**src/verilog/serial_pcs_pkg.sv**
```systemverilog
// Constants, carriers and helpers for the serial port coding sublayer control block
package serial_pcs_pkg;

  // Bus geometry
  localparam int unsigned ADDR_W = 24;
  localparam int unsigned DATA_W = 32;
  localparam int unsigned REG_W = 16;
  localparam int unsigned CODE_W = 10;

  // Register indices; byte address is four times the index
  localparam logic [21:0] DIG_CTRL_IDX = 22'h1f8000;
  localparam logic [21:0] AN_CTRL_IDX = 22'h1f8001;
  localparam logic [21:0] AN_STAT_IDX = 22'h1f8002;
  localparam logic [21:0] AN_ADV_IDX = 22'h1f0004;

  // Digital control fields
  localparam int unsigned DC_LOOP_BIT = 14;
  localparam int unsigned DC_PSAVE_BIT = 11;
  localparam logic [15:0] DIG_CTRL_RST = 16'h2400;

  // Auto-negotiation control fields
  localparam int unsigned AC_LINK_BIT = 4;
  localparam int unsigned AC_MASTER_BIT = 3;
  localparam int unsigned AC_VAR_LSB = 1;
  localparam int unsigned AC_IRQEN_BIT = 0;
  localparam logic [15:0] AN_CTRL_RST = 16'h0004;
  localparam logic [15:0] AN_CTRL_MASK = 16'h001f;

  // Auto-negotiation status fields
  localparam int unsigned AS_LINK_BIT = 4;
  localparam int unsigned AS_SPEED_LSB = 2;
  localparam int unsigned AS_DUPLEX_BIT = 1;
  localparam int unsigned AS_DONE_BIT = 0;

  // Advertisement register: pause, half and full duplex are writable
  localparam logic [15:0] AN_ADV_RST = 16'h0020;
  localparam logic [15:0] AN_ADV_MASK = 16'h01e0;

  // Coding sublayer variants
  localparam logic [1:0] VAR_SERDES = 2'h0;
  localparam logic [1:0] VAR_SGMII = 2'h2;

  // Partner speed codes
  localparam logic [1:0] SPEED_10 = 2'h0;
  localparam logic [1:0] SPEED_100 = 2'h1;
  localparam logic [1:0] SPEED_1000 = 2'h2;

  // Auto-negotiation configuration in force
  typedef struct packed {
    logic link_cfg;
    logic tx_master;
    logic [1:0] coding_sublayer_variant;
    logic irq_en;
  } an_cfg_s;

  // Result word from the negotiation engine
  typedef struct packed {
    logic link;
    logic [1:0] speed;
    logic duplex;
  } partner_s;

  // Byte address of a register index
  function automatic logic [ADDR_W-1:0] byte_addr(input logic [21:0] idx);
    return {idx, 2'b00};
  endfunction

  // Unpack the writable control bits into the configuration carrier
  function automatic an_cfg_s cfg_of(input logic [15:0] w);
    an_cfg_s c;
    c.link_cfg = w[AC_LINK_BIT];
    c.tx_master = w[AC_MASTER_BIT];
    c.coding_sublayer_variant = w[AC_VAR_LSB +: 2];
    c.irq_en = w[AC_IRQEN_BIT];
    return c;
  endfunction

endpackage

```
**src/verilog/code_loop.sv**
```systemverilog
// Code-group path between deserializer, encoder and serializer with loopback and power save
module code_loop
  import serial_pcs_pkg::*;
(
  input wire logic clk,
  input wire logic rst,
  input wire logic loop_en,
  input wire logic psave,
  input wire logic [CODE_W-1:0] rx_code,
  input wire logic [CODE_W-1:0] enc_code,
  output logic [CODE_W-1:0] tx_code,
  output logic rx_enable,
  output logic tx_enable,
  output logic pll_enable
);

  logic [CODE_W-1:0] tx_code_q;
  logic rx_en_q;
  logic tx_en_q;

  // Select looped receive data or encoder output, silent in power save
  always_ff @(posedge clk or posedge rst) begin
    if (rst) begin
      tx_code_q <= '0;
    end else if (psave) begin
      tx_code_q <= '0;
    end else if (loop_en) begin
      tx_code_q <= rx_code;
    end else begin
      tx_code_q <= enc_code;
    end
  end

  // Receiver and transmitter enables drop in power save
  always_ff @(posedge clk or posedge rst) begin
    if (rst) begin
      rx_en_q <= 1'b1;
      tx_en_q <= 1'b1;
    end else begin
      rx_en_q <= !psave;
      tx_en_q <= !psave;
    end
  end

  assign tx_code = tx_code_q;
  assign rx_enable = rx_en_q;
  assign tx_enable = tx_en_q;
  assign pll_enable = 1'b1; // PLL kept running in every mode
endmodule

```
**src/verilog/serial_pcs_regs.sv**
```systemverilog
// APB register bank controlling the serial port coding sublayer, loopback and power save
//
// Behaviour
// - Loopback bit returns received data to transmitter
// - Loopback done digitally in the coding sublayer
// - Power save stops receiver and transmitter, PLL on
// - Control changes apply at next advertisement write
// - Role bit selects MAC side or PHY side in SGMII only; other variants are MAC side
// - Variant field: 00 SerDes, 10 SGMII, reset 10
// - Enable bit gates the negotiation-complete interrupt
// - Complete flag sticky, cleared by writing zero
// - SGMII partner speed reported as two-bit code
//
// The APB slave port is this design's own decision.
module serial_pcs_regs
  import serial_pcs_pkg::*;
(
  input wire logic SYS_CLK,
  input wire logic RST,
  input wire logic PSEL,
  input wire logic PENABLE,
  input wire logic PWRITE,
  input wire logic [ADDR_W-1:0] PADDR,
  input wire logic [DATA_W-1:0] PWDATA,
  output logic [DATA_W-1:0] PRDATA,
  output logic PREADY,
  output logic PSLVERR,
  input wire logic AN_DONE,
  input wire partner_s PARTNER,
  input wire logic [CODE_W-1:0] RX_CODE,
  input wire logic [CODE_W-1:0] ENC_CODE,
  output logic [CODE_W-1:0] TX_CODE,
  output logic RX_ENABLE,
  output logic TX_ENABLE,
  output logic PLL_ENABLE,
  output an_cfg_s AN_CFG,
  output logic SERDES_AN,
  output logic SGMII_AN,
  output logic PHY_SIDE_ROLE,
  output logic IRQ
);

  // Register state
  logic [15:0] dig_ctrl_q;
  logic [15:0] an_stage_q;
  logic [15:0] an_adv_q;
  an_cfg_s an_eff_q;
  logic serdes_an_q;
  logic sgmii_an_q;
  logic phy_role_q;
  logic done_q;
  logic done_d;
  partner_s result_q;
  logic [DATA_W-1:0] prdata_q;
  logic err_q;

  // Bus decode
  logic setup_ph;
  logic access_ph;
  logic wr_en;
  logic hit_dig;
  logic hit_ctrl;
  logic hit_stat;
  logic hit_adv;
  logic hit_any;
  logic wr_dig;
  logic wr_ctrl;
  logic wr_stat;
  logic wr_adv;
  logic [15:0] wdata16;
  logic [15:0] stat_word;
  an_cfg_s stage_cfg;

  // APB phases and address match
  assign setup_ph = PSEL && !PENABLE;
  assign access_ph = PSEL && PENABLE;
  assign wr_en = access_ph && PWRITE;
  assign hit_dig = (PADDR == byte_addr(DIG_CTRL_IDX));
  assign hit_ctrl = (PADDR == byte_addr(AN_CTRL_IDX));
  assign hit_stat = (PADDR == byte_addr(AN_STAT_IDX));
  assign hit_adv = (PADDR == byte_addr(AN_ADV_IDX));
  assign hit_any = hit_dig || hit_ctrl || hit_stat || hit_adv;
  assign wdata16 = PWDATA[15:0];

  // Write strobes, one per register, on the completing access edge
  assign wr_dig = wr_en && hit_dig;
  assign wr_ctrl = wr_en && hit_ctrl;
  assign wr_stat = wr_en && hit_stat;
  assign wr_adv = wr_en && hit_adv;

  // Staged control value as a carrier
  assign stage_cfg = cfg_of(an_stage_q);

  // Status word as software sees it
  always_comb begin
    stat_word = '0;
    stat_word[AS_LINK_BIT] = result_q.link;
    stat_word[AS_SPEED_LSB +: 2] = result_q.speed;
    stat_word[AS_DUPLEX_BIT] = result_q.duplex;
    stat_word[AS_DONE_BIT] = done_q;
  end

  // Zero wait states; error answer for an unmapped address
  assign PREADY = access_ph;
  assign PSLVERR = access_ph && err_q;
  assign PRDATA = prdata_q;

  // Read data and error captured in the setup cycle
  always_ff @(posedge SYS_CLK or posedge RST) begin
    if (RST) begin
      prdata_q <= '0;
      err_q <= 1'b0;
    end else if (setup_ph) begin
      err_q <= !hit_any;
      if (PWRITE) begin
        prdata_q <= '0;
      end else if (hit_dig) begin
        prdata_q <= {16'h0000, dig_ctrl_q};
      end else if (hit_ctrl) begin
        prdata_q <= {16'h0000, an_stage_q};
      end else if (hit_stat) begin
        prdata_q <= {16'h0000, stat_word};
      end else if (hit_adv) begin
        prdata_q <= {16'h0000, an_adv_q};
      end else begin
        prdata_q <= '0;
      end
    end
  end

  // Digital control: every bit stored, reserved ones included
  always_ff @(posedge SYS_CLK or posedge RST) begin
    if (RST) begin
      dig_ctrl_q <= DIG_CTRL_RST;
    end else if (wr_dig) begin
      dig_ctrl_q <= wdata16;
    end
  end

  // Control writes are only staged here
  always_ff @(posedge SYS_CLK or posedge RST) begin
    if (RST) begin
      an_stage_q <= AN_CTRL_RST;
    end else if (wr_ctrl) begin
      an_stage_q <= wdata16 & AN_CTRL_MASK;
    end
  end

  // Advertisement register, writable ability bits only
  always_ff @(posedge SYS_CLK or posedge RST) begin
    if (RST) begin
      an_adv_q <= AN_ADV_RST;
    end else if (wr_adv) begin
      an_adv_q <= wdata16 & AN_ADV_MASK;
    end
  end

  // Staged control comes into force on an advertisement write
  always_ff @(posedge SYS_CLK or posedge RST) begin
    if (RST) begin
      an_eff_q <= cfg_of(AN_CTRL_RST);
    end else if (wr_adv) begin
      an_eff_q <= stage_cfg;
    end
  end

  // Variant and role decode, taken at the same commit edge
  always_ff @(posedge SYS_CLK or posedge RST) begin
    if (RST) begin
      serdes_an_q <= (AN_CTRL_RST[AC_VAR_LSB +: 2] == VAR_SERDES);
      sgmii_an_q <= (AN_CTRL_RST[AC_VAR_LSB +: 2] == VAR_SGMII);
      phy_role_q <= 1'b0;
    end else if (wr_adv) begin
      serdes_an_q <= (stage_cfg.coding_sublayer_variant == VAR_SERDES);
      sgmii_an_q <= (stage_cfg.coding_sublayer_variant == VAR_SGMII);
      phy_role_q <= (stage_cfg.coding_sublayer_variant == VAR_SGMII) && stage_cfg.tx_master;
    end
  end

  // Completion flag: set wins over a clearing write of zero
  always_comb begin
    done_d = done_q;
    if (wr_stat && !wdata16[AS_DONE_BIT]) begin
      done_d = 1'b0;
    end
    if (AN_DONE) begin
      done_d = 1'b1;
    end
  end

  always_ff @(posedge SYS_CLK or posedge RST) begin
    if (RST) begin
      done_q <= 1'b0;
    end else begin
      done_q <= done_d;
    end
  end

  // Partner result captured at completion in SGMII mode
  always_ff @(posedge SYS_CLK or posedge RST) begin
    if (RST) begin
      result_q <= '0;
    end else if (AN_DONE && sgmii_an_q) begin
      result_q <= PARTNER;
    end
  end

  // Level interrupt from flag and enable in force
  assign IRQ = done_q && an_eff_q.irq_en;

  // Configuration outputs
  assign AN_CFG = an_eff_q; // Link and role bits as programmed
  assign SERDES_AN = serdes_an_q;
  assign SGMII_AN = sgmii_an_q;
  assign PHY_SIDE_ROLE = phy_role_q;

  // Code-group path with loopback and power save
  code_loop u_code_loop (
    .clk(SYS_CLK),
    .rst(RST),
    .loop_en(dig_ctrl_q[DC_LOOP_BIT]),
    .psave(dig_ctrl_q[DC_PSAVE_BIT]),
    .rx_code(RX_CODE),
    .enc_code(ENC_CODE),
    .tx_code(TX_CODE),
    .rx_enable(RX_ENABLE),
    .tx_enable(TX_ENABLE),
    .pll_enable(PLL_ENABLE)
  );
endmodule

```
**config.mk**
```make
export PLATFORM = sky130hd
export DESIGN_NAME = serial_pcs_regs
export DESIGN_NICKNAME = d
export VERILOG_FILES = /design/src/verilog/serial_pcs_pkg.sv /design/src/verilog/code_loop.sv /design/src/verilog/serial_pcs_regs.sv
export SDC_FILE = /design/constraint.sdc
export NUM_CORES = 1
export LEC_CHECK = 0
export ABC_CLOCK_PERIOD_IN_PS = 2000
export BUFFER_PORTS_ARGS = -buffer_cell sky130_fd_sc_hd__buf_2
export CORE_UTILIZATION = 30
export CTS_CLUSTER_DIAMETER = 120
export CTS_CLUSTER_SIZE = 16
export DETAILED_ROUTE_END_ITERATION = 10
export SLEW_MARGIN = 5
export SYNTH_ARGS = -nofsm -noshare
export SYNTH_HDL_FRONTEND = slang
export SYNTH_SLANG_ARGS = --single-unit
```
**constraint.sdc**
```tcl
create_clock -name SYS_CLK -period 2 [get_ports SYS_CLK]
set_clock_uncertainty 0.1 [all_clocks]
set_input_delay 0.2 -clock SYS_CLK [delete_from_list [all_inputs] [get_ports SYS_CLK]]
set_output_delay 0.2 -clock SYS_CLK [all_outputs]
set_load 0.05 [all_outputs]
```
==> results.sh <==
export IMPL_avgSynthCellArea_sq_um=12.47
export IMPL_seqPwrFrac=0.517
export IMPL_die_height_um=103.7
export IMPL_synthesis_instances=249
export IMPL_endpoint="u_code_loop.tx_code[0]$_DFF_PP0_"
export IMPL_pwr_density_cell_nw_per_um2=609.8
export IMPL_maxSlewViolCount=0
export IMPL_pwr_share_clk=0.348
export IMPL_fp_dieW_um=103.7
export IMPL_rsz0062_at_grt="false"
export IMPL_required_ns=2.11
export IMPL_setup_worst_path_start="dig_ctrl_q[14]$_DFFE_PP0P_"
export IMPL_global_route_usage_total=0.1533
export IMPL_max_freq_ghz=0.5405
export IMPL_grt_ovfl_total=0
export IMPL_initial_utilization=0.3133
export IMPL_switching_share=0.2626
export IMPL_synth_area_sq_um=3104
export IMPL_route_vias_total=2418
export IMPL_worst_r2r_path_depth=3
export IMPL_comb_power_share=0.135
export IMPL_timing_hold_worst_start="RX_CODE[8]"
export IMPL_placed_insts=496
export IMPL_routed_top_layer="met4"
export IMPL_cp_arrival_ns=1.96
export IMPL_report_final_setup_viol=0
export IMPL_grt_pass1_vias=2553
export IMPL_cts_inserted_buffers=9
export IMPL_critical_path_reg2reg_endpoint="u_code_loop.tx_code[0]$_DFF_PP0_"
export IMPL_final_layout_size_suffix_gt1_frac=0.4647
export IMPL_boundary_pin_count=142
export IMPL_final_instance_count_excl_fill=545
export IMPL_post_route_drc_count=0
export IMPL_gp_routability_congestion=0.7497
export IMPL_drt_wirelength_per_cell_um=14.11
export IMPL_most_common_cell_after_layout_fill_and_taps_aside="sky130_fd_sc_hd__buf_2"
export IMPL_vdd_drop_max_v=0.0002304
export IMPL_drt_total_wl_um=7691
export IMPL_crit_fanout=12
export IMPL_worstSkewPairLatency_ns=0.34
export IMPL_power_switching_uw=686.0
export IMPL_timing_final_crit_share=0.9250
export IMPL_dp_final_hpwl_um=5487
export IMPL_leakagePower_uw=0.002093
export IMPL_cts_tree="done"
export IMPL_whs_ns=0.01585
export IMPL_ctsLongestPathBuffers=2
export IMPL_maxCapViolCount=0
export IMPL_area_growth_synth_to_final_pct=38.01
export IMPL_ys_ff_latch=66
export IMPL_max_slew_margin=0.5996
export IMPL_holdCritPathClass="in2reg"
export IMPL_mostFrequentLayoutCells="sky130_fd_sc_hd__buf_2 (108), sky130_fd_sc_hd__dfrtp_1 (59), sky130_fd_sc_hd__dlygate4sd3_1 (32), sky130_fd_sc_hd__mux2_2 (27), sky130_fd_sc_hd__nand2_1 (18)"
export IMPL_worst_r2r_start="dig_ctrl_q[14]$_DFFE_PP0P_"
export IMPL_route_layer_met1_wl_um=3268
export IMPL_worstMarginPinSlew_ns=0.6006
export IMPL_synth_seq_area_share=0.5349
export IMPL_num_nets_final=492
export IMPL_floorplan_die_area_sq_um=10760
export IMPL_cts_root_buf="sky130_fd_sc_hd__clkbuf_8"
export IMPL_worstSetupEndpointType="flop"
export IMPL_critical_path_class="reg2reg"
export IMPL_hold_violations=0
export IMPL_run_status="finished, final reports clean"
export IMPL_timing_critical_path_from_type="flop"
export IMPL_cts_sink_count=66
export IMPL_r2r_setup_slack_ns=0.15
export IMPL_grt_pass1_wl_um=12850
export IMPL_cts_post_setup_buffers_inserted=0
export IMPL_synth_largest_area_cell="sky130_fd_sc_hd__dfrtp_1"
export IMPL_residual_antenna_violating_net_count_after_detailed_routing=0
export IMPL_cp_slowest_cell="sky130_fd_sc_hd__dfrtp_1"
export IMPL_core_sq_um=9910
export IMPL_detailedRoute_firstIterationViolations=129
export IMPL_path_clk_slew_ns=0.06
export IMPL_met3RoutedLength_um=482
export IMPL_drt_pre_antenna_iters=4
export IMPL_dr_wl_met2_um=3641
export IMPL_row_count=36
export IMPL_netlist_area_leader_share=0.4756
export IMPL_synth_distinct_cells=40
export IMPL_cts_max_level=3
export IMPL_internal_power_uw=1926
export IMPL_grt_antenna_before_repair=1
export IMPL_critical_path_max_stage_delay_ns=0.72
export IMPL_average_via_count_per_standard_cell=4.437
export IMPL_cts_hold_repair_buffers=32
export IMPL_final_setup_tns_ns=0
export IMPL_io_buffers=108
export IMPL_maximum_number_of_pins_on_one_net_before_global_route_repair=42
export IMPL_finalCriticalPeriod_ns=1.850
export IMPL_worstPathCellList="mux2i_1 -> dlygate4sd3_1 -> nor2_1"
export IMPL_number_of_synthesis_warnings=0
export IMPL_top_cells_by_area_in_the_synthesized_netlist="sky130_fd_sc_hd__dfrtp_1 (48%), sky130_fd_sc_hd__mux2_2 (9.8%), sky130_fd_sc_hd__dfstp_2 (5.9%), sky130_fd_sc_hd__buf_4 (4.8%), sky130_fd_sc_hd__mux2_4 (4.8%)"
export IMPL_cts_resized=0
-- cells in the mapped netlist, drive strengths merged --
| cell type | n |
|---|---|
| a22o | 7 |
| and4bb | 1 |
| or4 | 2 |
| dfrtp | 59 |
| nand3 | 3 |
| mux2 | 37 |
| nand4b | 1 |
| and2 | 2 |
| buf | 23 |
| nor4b | 3 |
| nand2 | 18 |
| and4b | 1 |
| nor3 | 10 |
| a41oi | 1 |
| nor4 | 6 |
| mux2i | 10 |
| o31ai | 5 |
| o21ai | 5 |
| a22oi | 4 |
| and3 | 2 |
| nor2 | 14 |
| clkbuf | 3 |
| inv | 8 |
| conb | 2 |
| nand4 | 1 |
| dfstp | 7 |
| a21oi | 11 |
| nor2b | 2 |
| nand2b | 1 |
-- per-layer routing --
metal / vias to the layer above / track usage
met4: 0 / 0.09082
met5: - / 0
li1: 1166 / -
met1: 1130 / 0.1876
met3: 25 / 0.04279
met2: 97 / 0.2411
-- sequential cells by signal (all words and copies together), names as in the netlist, 4 cells and up --
signal               cells
an_stage_q               5
dig_ctrl_q              16
result_q                 4
an_adv_q                 4
u_code_loop.tx_code     10
AN_CFG                   5
PRDATA                  16
-- power groups by stage --
stage	clock network, uW	registers [uW]	logic [uW]
after floorplan	0	1410	172
after global placement	0	1380	300
after detailed placement	0	1380	304
after CTS	954	1350	354
after global routing	1000	1350	382
final	908	1350	353
-- critical path: cells and delay by family (launching register included) --
kind | cells | cell delay [ns]
buffers and inverters | 1 | 0.58
muxes | 1 | 0.27
and+or+nand+nor | 1 | 0.04
DFF | 1 | 0.72
-- per-stage QoR --
stage | util | setup slack (ns) | area (sq um) | power (uW)
floorplan | - | 0.05678 | 3161 | 1585
global placement | 0.3845 | 0.08058 | 3810 | 1675
detailed placement | 0.3845 | 0.01821 | 3810 | 1680
CTS | 0.4321 | 0.1897 | 4282 | 2658
global route | 0.4323 | 0.06670 | 4284 | 2737
finish | 0.4323 | 0.1500 | 4284 | 2612
-- final cells by class --
cell class                 count  area [sq um]
antenna                        1         2.502
clock buffer                  15         146.4
clock inverter                 1         5.005
fill                         992          5625
inverter                       8         30.03
multi-input combinational    164          1272
sequential                    66          1660
tap                          133         166.4
timing repair buffer         157          1001
-- worst min path at each step --
stage | end | slack [ns] | cells past startpoint
after global routing | dig_ctrl_q[4]$_DFFE_PP0P_ | 0.009 | 2
after detailed placement | u_code_loop.tx_code[2]$_DFF_PP0_ | -0.02 | 2
after global placement | u_code_loop.tx_code[6]$_DFF_PP0_ | -0.02 | 2
final | u_code_loop.tx_code[8]$_DFF_PP0_ | 0.02 | 3
after CTS | u_code_loop.tx_code[4]$_DFF_PP0_ | 0.0005 | 3
after floorplan | dig_ctrl_q[10]$_DFFE_PP1P_ | 0.25 | 1
-- kinds of logic (layout without fill, tap and decap cells) --
kind of cell | Yosys count | count (layout) | share of synthesized area
and+or+nand+nor | 67 | 67 | 0.1407
DFF | 66 | 66 | 0.5349
muxes | 47 | 47 | 0.1786
buffers and inverters | 34 | 181 | 0.07335
AOI/OAI and AO/OA | 33 | 33 | 0.07013
other | 2 | 18 | 0.002419
No activity file was read; power rests on OpenSTA's default activity.
